$ cat src/dsm_consts.svh
`ifndef DSM_CONSTS_SVH
`define DSM_CONSTS_SVH

// Register byte addresses on the APB
`define DSM_ADDR_CTRL       12'h000
`define DSM_ADDR_SRC        12'h004
`define DSM_ADDR_CARRIER_HIGH       12'h008
`define DSM_ADDR_CARRIER_LOW       12'h00c

// modulation_control fields
`define DSM_CTRL_EN_BIT     7
`define DSM_CTRL_OINV_BIT   4
`define DSM_CTRL_OUT_BIT    3
`define DSM_CTRL_SWBIT_BIT  0

// Carrier register fields
`define DSM_CAR_INV_BIT     6
`define DSM_CAR_SYNC_BIT    5
`define DSM_FIELD_MSB       3

// Reset values
`define DSM_CTRL_RESET      8'h00
`define DSM_SRC_RESET       4'h0
`define DSM_CAR_RESET       4'h0

// Source codes
`define DSM_MOD_SWBIT       4'h0
`define DSM_MOD_PIN         4'h1
`define DSM_CAR_GROUND      4'h0
`define DSM_CAR_PIN_A       4'h1
`define DSM_CAR_PIN_B       4'h2
`define DSM_CAR_RESERVED    4'h9

`endif

$ cat src/dsm_pkg.sv
package dsm_pkg;
    typedef logic [3:0] dsm_code_t;
    typedef logic [7:0] dsm_byte_t;
endpackage : dsm_pkg

$ cat src/dsm_top.sv
`timescale 1ns/100ps
`include "dsm_consts.svh"
// What this block does
// - Output is the selected carrier gated by the modulator, driven to the pin.
// - Modulator high mixes the high carrier; modulator low mixes the low carrier.
// - When disabled, carriers are forced to ground and modulator to software bit.
// - Disabling keeps the stored selections; they apply again when re-enabled.
// - While disabled the output pin stays low.
// - Four-bit field picks the modulator from sixteen sources.
// - Each carrier picked by its own four-bit field from pins, clocks, peripherals.
// - Leaving a synced carrier: other carrier now, synced one until its fall.
// - Returning to a synced carrier: other off now, synced one after its fall.
// - Separate sync enables for high and low carriers.
// - Separate invert bits for the selected high and low carriers.
// - Software bit is the modulator when selected as the source.
// - Output invert bit inverts the output only while enabled; idle output stays low.
// - Modulation keeps running in sleep while sources keep running.
// - Reset disables the block and restores register defaults.
// - Read-only status bit shows the current output level.
// - Enable at control bit 7, software bit at bit 0.
// - Modulator code 0 is software bit, 1 is the pin, rest peripherals.
// - Carrier code 9 is unconnected, code 0 is ground.
// - Carrier invert at bit 6, sync enable at bit 5.
module dsm_top
    import dsm_pkg::*;
(
    input  wire logic        mclk_i,
    input  wire logic        rst_i,
    // APB slave
    input  wire logic        psel_i,
    input  wire logic        penable_i,
    input  wire logic        pwrite_i,
    input  wire logic [11:0] paddr_i,
    input  wire logic [31:0] pwdata_i,
    output logic      [31:0] prdata_o,
    output logic             pready_o,
    output logic             pslverr_o,
    // Source signals, index equals select code
    input  wire logic        mod_input_pin_i,
    input  wire logic [15:2] mod_periph_i,
    input  wire logic        carrier_input_pin_a_i,
    input  wire logic        carrier_input_pin_b_i,
    input  wire logic [15:3] car_periph_i,
    // Modulated output pin
    output logic             mod_out_o
);
    ////////////////////////////////////////////////////////////////////////////
    // Register state
    logic        enable_q;
    logic        out_inv_q;
    logic        sw_bit_q;
    dsm_code_t   mod_sel_q;
    dsm_code_t   hi_sel_q;
    logic        hi_inv_q;
    logic        hi_sync_q;
    dsm_code_t   lo_sel_q;
    logic        lo_inv_q;
    logic        lo_sync_q;
    logic        out_q;

    logic        access;
    logic        wr_en;
    logic        mapped;
    logic [31:0] rd_data;
    logic        wr_ctrl;
    logic        wr_src;
    logic        wr_carrier_high;
    logic        wr_carrier_low;
    logic [7:0]  ctrl_img;
    logic [7:0]  src_img;
    logic [7:0]  carrier_high_img;
    logic [7:0]  carrier_low_img;

    // Reset image kept as a typed constant so single bits can be picked out
    localparam dsm_byte_t CTRL_RESET = `DSM_CTRL_RESET;

    ////////////////////////////////////////////////////////////////////////////
    // APB: one wait state, pready from a flop
    assign access = psel_i & penable_i;
    assign wr_en  = access & pready_o & pwrite_i;

    // One strobe per register keeps each register's process to its own concern
    assign wr_ctrl = wr_en & (paddr_i == `DSM_ADDR_CTRL);
    assign wr_src  = wr_en & (paddr_i == `DSM_ADDR_SRC);
    assign wr_carrier_high = wr_en & (paddr_i == `DSM_ADDR_CARRIER_HIGH);
    assign wr_carrier_low = wr_en & (paddr_i == `DSM_ADDR_CARRIER_LOW);

    // Read images; unimplemented bits are tied low here and never stored
    assign ctrl_img = {enable_q, 2'b00, out_inv_q, out_q, 2'b00, sw_bit_q};
    assign src_img  = {4'h0, mod_sel_q};
    assign carrier_high_img = {1'b0, hi_inv_q, hi_sync_q, 1'b0, hi_sel_q};
    assign carrier_low_img = {1'b0, lo_inv_q, lo_sync_q, 1'b0, lo_sel_q};

    always_comb begin
        mapped = 1'b1;
        case (paddr_i)
            `DSM_ADDR_CTRL: begin
                rd_data = {24'h000000, ctrl_img};
            end
            `DSM_ADDR_SRC: begin
                rd_data = {24'h000000, src_img};
            end
            `DSM_ADDR_CARRIER_HIGH: begin
                rd_data = {24'h000000, carrier_high_img};
            end
            `DSM_ADDR_CARRIER_LOW: begin
                rd_data = {24'h000000, carrier_low_img};
            end
            default: begin
                rd_data = 32'h00000000;
                mapped  = 1'b0;
            end
        endcase
    end

    // Ready in the second access cycle: exactly one wait state per transfer
    always_ff @(posedge mclk_i or posedge rst_i) begin
        if (rst_i) begin
            pready_o <= 1'b0;
        end else begin
            pready_o <= access & ~pready_o;
        end
    end

    // Error rides on the same edge as ready, only for unmapped addresses
    always_ff @(posedge mclk_i or posedge rst_i) begin
        if (rst_i) begin
            pslverr_o <= 1'b0;
        end else begin
            pslverr_o <= access & ~pready_o & ~mapped;
        end
    end

    // Read data held until the next read, so a late sample still sees it
    always_ff @(posedge mclk_i or posedge rst_i) begin
        if (rst_i) begin
            prdata_o <= 32'h00000000;
        end else if (access & ~pready_o & ~pwrite_i) begin
            prdata_o <= rd_data;
        end
    end

    ////////////////////////////////////////////////////////////////////////////
    // Register bank, one process per register; writes land on the edge that ends the ready cycle
    always_ff @(posedge mclk_i or posedge rst_i) begin
        if (rst_i) begin
            enable_q  <= CTRL_RESET[`DSM_CTRL_EN_BIT];
            out_inv_q <= CTRL_RESET[`DSM_CTRL_OINV_BIT];
            sw_bit_q  <= CTRL_RESET[`DSM_CTRL_SWBIT_BIT];
        end else if (wr_ctrl) begin
            enable_q  <= pwdata_i[`DSM_CTRL_EN_BIT];
            out_inv_q <= pwdata_i[`DSM_CTRL_OINV_BIT];
            sw_bit_q  <= pwdata_i[`DSM_CTRL_SWBIT_BIT];
        end
    end

    // Selections change only through their own registers, never on disable
    always_ff @(posedge mclk_i or posedge rst_i) begin
        if (rst_i) begin
            mod_sel_q <= `DSM_SRC_RESET;
        end else if (wr_src) begin
            mod_sel_q <= pwdata_i[`DSM_FIELD_MSB:0];
        end
    end

    // High and low carrier registers share one layout
    always_ff @(posedge mclk_i or posedge rst_i) begin
        if (rst_i) begin
            hi_sel_q  <= `DSM_CAR_RESET;
            hi_inv_q  <= 1'b0;
            hi_sync_q <= 1'b0;
        end else if (wr_carrier_high) begin
            hi_inv_q  <= pwdata_i[`DSM_CAR_INV_BIT];
            hi_sync_q <= pwdata_i[`DSM_CAR_SYNC_BIT];
            hi_sel_q  <= pwdata_i[`DSM_FIELD_MSB:0];
        end
    end

    always_ff @(posedge mclk_i or posedge rst_i) begin
        if (rst_i) begin
            lo_sel_q  <= `DSM_CAR_RESET;
            lo_inv_q  <= 1'b0;
            lo_sync_q <= 1'b0;
        end else if (wr_carrier_low) begin
            lo_inv_q  <= pwdata_i[`DSM_CAR_INV_BIT];
            lo_sync_q <= pwdata_i[`DSM_CAR_SYNC_BIT];
            lo_sel_q  <= pwdata_i[`DSM_FIELD_MSB:0];
        end
    end

    ////////////////////////////////////////////////////////////////////////////
    // Source synchronisers; sources are asynchronous to mclk_i
    logic [15:2] mod_periph_s;
    logic [15:3] car_periph_s;
    logic [2:0]  pins_s;

    dsm_sync2 #(.WIDTH(14)) u_sync_mod (
        .mclk_i  (mclk_i),
        .rst_i   (rst_i),
        .async_i (mod_periph_i),
        .sync_o  (mod_periph_s)
    );

    dsm_sync2 #(.WIDTH(13)) u_sync_car (
        .mclk_i  (mclk_i),
        .rst_i   (rst_i),
        .async_i (car_periph_i),
        .sync_o  (car_periph_s)
    );

    dsm_sync2 #(.WIDTH(3)) u_sync_pin (
        .mclk_i  (mclk_i),
        .rst_i   (rst_i),
        .async_i ({carrier_input_pin_b_i, carrier_input_pin_a_i, mod_input_pin_i}),
        .sync_o  (pins_s)
    );

    ////////////////////////////////////////////////////////////////////////////
    // Effective selections: disable overrides without touching stored values
    dsm_code_t   mod_eff;
    dsm_code_t   hi_eff;
    dsm_code_t   lo_eff;
    logic        modulator;
    logic [15:0] car_sources;

    assign mod_eff = enable_q ? mod_sel_q : `DSM_MOD_SWBIT;
    assign hi_eff  = enable_q ? hi_sel_q  : `DSM_CAR_GROUND;
    assign lo_eff  = enable_q ? lo_sel_q  : `DSM_CAR_GROUND;

    // Code 0 is ground; code 9 is dropped inside each carrier channel
    assign car_sources = {car_periph_s, pins_s[2], pins_s[1], 1'b0};

    always_comb begin
        case (mod_eff)
            `DSM_MOD_SWBIT: begin
                modulator = sw_bit_q;
            end
            `DSM_MOD_PIN: begin
                modulator = pins_s[0];
            end
            default: begin
                modulator = mod_periph_s[mod_eff];
            end
        endcase
    end

    ////////////////////////////////////////////////////////////////////////////
    // Carrier channels and mixing
    logic carrier_hi;
    logic carrier_lo;
    logic hi_active;
    logic lo_active;
    logic mixed;
    logic hi_gated;
    logic lo_gated;
    logic out_d;

    dsm_carrier u_car_hi (
        .mclk_i    (mclk_i),
        .rst_i     (rst_i),
        .code_i    (hi_eff),
        .invert_i  (hi_inv_q),
        .sync_en_i (hi_sync_q),
        .wanted_i  (modulator),
        .sources_i (car_sources),
        .carrier_o (carrier_hi),
        .active_o  (hi_active)
    );

    dsm_carrier u_car_lo (
        .mclk_i    (mclk_i),
        .rst_i     (rst_i),
        .code_i    (lo_eff),
        .invert_i  (lo_inv_q),
        .sync_en_i (lo_sync_q),
        .wanted_i  (~modulator),
        .sources_i (car_sources),
        .carrier_o (carrier_lo),
        .active_o  (lo_active)
    );

    // Each carrier passes only while its channel is active
    assign hi_gated = hi_active & carrier_hi;
    assign lo_gated = lo_active & carrier_lo;

    // Sampled at 25 MHz: faster sources alias, a known limitation
    assign mixed = hi_gated | lo_gated;

    // Disabled output is forced low even with the invert bit set
    assign out_d = enable_q ? (mixed ^ out_inv_q) : 1'b0;

    always_ff @(posedge mclk_i or posedge rst_i) begin
        if (rst_i) begin
            out_q <= 1'b0;
        end else begin
            out_q <= out_d;
        end
    end

    assign mod_out_o = out_q;
endmodule : dsm_top

$ cat src/dsm_sync2.sv
`timescale 1ns/100ps
module dsm_sync2 #(
    parameter int WIDTH = 1
) (
    input  wire logic             mclk_i,
    input  wire logic             rst_i,
    input  wire logic [WIDTH-1:0] async_i,
    output logic      [WIDTH-1:0] sync_o
);
    logic [WIDTH-1:0] meta_q;

    // First stage feeds only the second stage
    always_ff @(posedge mclk_i or posedge rst_i) begin
        if (rst_i) begin
            meta_q <= '0;
            sync_o <= '0;
        end else begin
            meta_q <= async_i;
            sync_o <= meta_q;
        end
    end
endmodule : dsm_sync2

$ cat src/dsm_carrier.sv
`timescale 1ns/100ps
`include "dsm_consts.svh"
module dsm_carrier
    import dsm_pkg::*;
(
    input  wire logic        mclk_i,
    input  wire logic        rst_i,
    input  wire dsm_code_t   code_i,
    input  wire logic        invert_i,
    input  wire logic        sync_en_i,
    input  wire logic        wanted_i,
    input  wire logic [15:0] sources_i,
    output logic             carrier_o,
    output logic             active_o
);
    logic raw;
    logic car_prev_q;
    logic act_q;
    logic fall;

    always_comb begin
        if (code_i == `DSM_CAR_GROUND || code_i == `DSM_CAR_RESERVED) begin
            raw = 1'b0;
        end else begin
            raw = sources_i[code_i];
        end
    end

    assign carrier_o = raw ^ invert_i;
    assign fall      = car_prev_q & ~carrier_o;

    always_ff @(posedge mclk_i or posedge rst_i) begin
        if (rst_i) begin
            car_prev_q <= 1'b0;
        end else begin
            car_prev_q <= carrier_o;
        end
    end

    // Synced carrier changes its activity only at its own falling edge
    always_ff @(posedge mclk_i or posedge rst_i) begin
        if (rst_i) begin
            act_q <= 1'b0;
        end else if (!sync_en_i || fall) begin
            act_q <= wanted_i;
        end
    end

    assign active_o = sync_en_i ? act_q : wanted_i;
endmodule : dsm_carrier

$ cat config.mk
export PLATFORM = sky130hd
export DESIGN_NAME = dsm_top
export DESIGN_NICKNAME = d
export VERILOG_FILES = /design/src/dsm_pkg.sv /design/src/dsm_top.sv /design/src/dsm_sync2.sv /design/src/dsm_carrier.sv
export VERILOG_INCLUDE_DIRS = /design/src
export SDC_FILE = /design/constraint.sdc
export NUM_CORES = 1
export LEC_CHECK = 0
export BUFFER_PORTS_ARGS = -buffer_cell sky130_fd_sc_hd__buf_2
export CAP_MARGIN = 10
export CORE_UTILIZATION = 40
export CTS_CLUSTER_DIAMETER = 200
export DETAILED_ROUTE_END_ITERATION = 10
export PLACE_DENSITY = 0.65
export SLEW_MARGIN = 20
export SYNTH_ARGS = -nofsm -noshare
export SYNTH_HDL_FRONTEND = slang
export SYNTH_SLANG_ARGS = --single-unit
$ cat constraint.sdc
create_clock -name mclk_i -period 3.2 [get_ports mclk_i]
set_input_delay 0.48 -clock mclk_i [delete_from_list [all_inputs] [get_ports mclk_i]]
set_output_delay 0.48 -clock mclk_i [all_outputs]
set_load 0.01 [all_outputs]
==> results.yml <==
run_status:
  status: "finished, final reports clean"
worst_setup_path:
  path_max_fanout: 12
  cp-end-kind: "register"
  worstRegToRegCells: 7
  cp.arrival_ns: 2.75
  start_kind: "register"
  worstPathRequired_ns: 3.47
  reg2reg_to: "mod_out_o"
  reg2reg_slack_ns: 0.73
  r2r-start: "mod_sel_q[1]"
  worstSetupPathType: "register to register"
clock_network:
  clk_pin_slew_ns: 0.09
  cts_setup_buffers: 0
  cts_root_buf: "clkbuf_8"
  cts_buffers: 9
  post_cts_resized: 0
  h-tree-depth: 3
  clkLatencyLatePin_ns: 0.35
  cts_sinks: 92
  clockBufferDepth: 2
  cts_tree: "built"
  holdBufCountCts: 0
synth:
  yosysWarnings: 0
  yosys.area_share.simple: 0.0789
  syn_inst: 274
  synthAdderAreaFrac: 0
  seq_area_frac_synth: 0.640
  synth_top_family_by_area: "multiplexers"
  syn-mean-instance-area_um2: 13.1
  synth_xor_area_frac: 0.00487
  ys_types: 46
  synthMuxAreaShare: 0.127
  synth_compound_area_frac: 0.0751
  syn-cell-area_um2: 3600
  synth_seq_cells: 92
finish:
  final_cell_mix: "dfrtp_1 (92), buf_2 (64), nand2_1 (25), conb_1 (24), mux2_2 (21)"
  final_util: 0.476
  layout.cells.non_filler: 450
  final_nets: 417
  layout-drive-gt1-share: 0.330
  final_common_cell: "dfrtp_1"
  diodes: 0
  fill_cells: 797
  area_growth_pct: 15.4
flow_run:
  cap_violations: 0
route:
  drtIter0Drc: 97
  routed_via_density: 4.78
  routedWlPerCell_um: 13.3
  vias: 2151
  firstDrtPassIters: 4
  antenna_left: 0
  drcViolationCount: 0
  drt-total-wl_mm: 5.98
placement:
  dp_hpwl_mm: 4.36
  port_buffers: 64
  placed_cells: 435
  dpl_worst_slack_ns: 0.685
  gp_congestion: 0.786
worst_hold_path:
  min_from: "mod_periph_i[11]"
  whs_path_depth: 1
  hp-class: "input pin to register"
  min_to: "u_sync_mod.meta_q[9]"
sta:
  skew_ns: 0.00846
  fin_crit_sh: 0.773
  slew_viol_final: 0
  layout_setup_ws_ns: 0.726
  fmax_ghz: 0.404
  worst_pin_slew_ns: 0.804
  rsz0062_at_grt: "no"
  tns_ns: 0
  min_period_ns: 2.47
  finalHoldViolations: 0
  relSlewSlack: 0.463
  setup_violations: 0
die:
  initial_core_util: 0.413
  die_y_um: 96.8
  boundaryPins: 114
  die_x_um: 96.8
  core_um2: 8720
  die_area_um2: 9380
  rows: 34
pwr:
  power_leakage_nw: 1.98
  power_density_nw_per_um2: 519
  vdd.ir_drop.worst_uv: 380
global_route:
  grt_pass1_wl_mm: 10.2
  grt_max_degree: 51
  grt-ovfl-total: 0
  grt_pass1_vias: 2148
  grtUsageTotal: 0.140
  antenna_found_initial: 1
## per-layer routing
metal | track usage | vias to the layer above | part of all wire
met5 | 0 | - | 0.0020
met4 | 0.0689 | 2 | 0.015
li1 | - | 1034 | -
met2 | 0.206 | 74 | 0.46
met3 | 0.0462 | 11 | 0.056
met1 | 0.185 | 1030 | 0.47
## worst max-delay path, stage by stage (launching register included)
cell,delay [ns]
dfrtp_1,0.62
mux4_2,0.56
a221o_1,0.35
nand2_1,0.08
o21ai_2,0.10
mux2_2,0.28
a22oi_2,0.21
mux2i_1,0.20
## area by class of cell
class	instances	area [µm²]	area share
inverter	9	35.0	0.00844
multi-input combinational	159	1120	0.269
tap	108	135	0.0325
timing repair buffer	67	343	0.0826
clock inverter	6	96.3	0.0232
sequential	92	2300	0.554
clock buffer	9	124	0.0298
## synth_stat cells, drive strengths merged
| cell | n | area share |
|---|---|---|
| xor2 | 1 | 0.0024 |
| and3b | 1 | 0.0024 |
| conb | 1 | 0.0010 |
| o21bai | 1 | 0.0021 |
| a311oi | 2 | 0.0049 |
| nor2b | 2 | 0.0035 |
| o21ai | 14 | 0.021 |
| o211ai | 1 | 0.0021 |
| nor4 | 4 | 0.0070 |
| nor2 | 8 | 0.0083 |
| o22ai | 2 | 0.0035 |
| or4 | 1 | 0.0021 |
| mux2 | 21 | 0.066 |
| a211oi | 1 | 0.0021 |
| nand3b | 1 | 0.0021 |
| o22a | 1 | 0.0024 |
| o221ai | 1 | 0.0024 |
| nand2 | 25 | 0.026 |
| a221oi | 1 | 0.0024 |
| nand4 | 1 | 0.0017 |
| a221o | 1 | 0.0028 |
| nor3 | 3 | 0.0056 |
| o31ai | 4 | 0.0083 |
| inv | 9 | 0.0094 |
| buf | 28 | 0.055 |
| clkbuf | 9 | 0.0094 |
| a21oi | 5 | 0.0070 |
| nand4b | 1 | 0.0024 |
| o41ai | 1 | 0.0024 |
| nand3 | 4 | 0.0056 |
| mux2i | 8 | 0.022 |
| a31oi | 1 | 0.0017 |
| or3 | 2 | 0.0035 |
| a22oi | 3 | 0.0076 |
| mux4 | 6 | 0.039 |
| xnor2 | 1 | 0.0024 |
| nand2b | 5 | 0.0087 |
| dfrtp | 92 | 0.64 |
| a41o | 1 | 0.0028 |
## worst max-delay path by stage
stage / startpoint / to / slack (ns)
floorplan: rst_i / enable_q / 0.33
global placement: paddr_i[7] / hi_sel_q[3] / 0.72
detailed placement: paddr_i[7] / hi_sel_q[3] / 0.69
CTS: mod_sel_q[1] / mod_out_o / 0.69
global route: mod_sel_q[1] / mod_out_o / 0.59
finish: mod_sel_q[1] / mod_out_o / 0.73
## power by group
| part | total (mW) | internal [mW] | switching (mW) |
|---|---|---|---|
| combinational | 0.0964 | 0.0380 | 0.0584 |
| clock | 0.846 | 0.445 | 0.401 |
| sequential | 1.21 | 1.20 | 0.0120 |
| total | 2.15 | 1.68 | 0.471 |
## metrics by stage
stage / hold WS (ns) / power (mW) / instance area (µm²)
2_1_floorplan: 0.331 / 1.31 / 3680
3_3_place_gp: 0.334 / 1.33 / 3930
3_5_place_dp: 0.335 / 1.33 / 3930
4_1_cts: 0.201 / 2.19 / 4150
5_1_grt: 0.198 / 2.24 / 4150
6_report: 0.223 / 2.15 / 4150
## registers in the layout (all words and copies together) (netlist names), 3 cells and up
register / flops
u_sync_pin.sync_o: 3
prdata_o: 8
u_sync_car.meta_q: 12
lo_sel_q: 4
u_sync_pin.meta_q: 3
u_sync_car.sync_o: 12
mod_sel_q: 4
u_sync_mod.meta_q: 14
hi_sel_q: 4
u_sync_mod.sync_o: 14
## logic make-up after synthesis
family / count (synthesis)
AOI/OAI and AO/OA: 40
xor gates and xnor gates: 2
buffers and inverters: 46
DFF: 92
muxes: 35
other: 1
and+or+nand+nor: 58
Power figures use the tool's default switching activity.
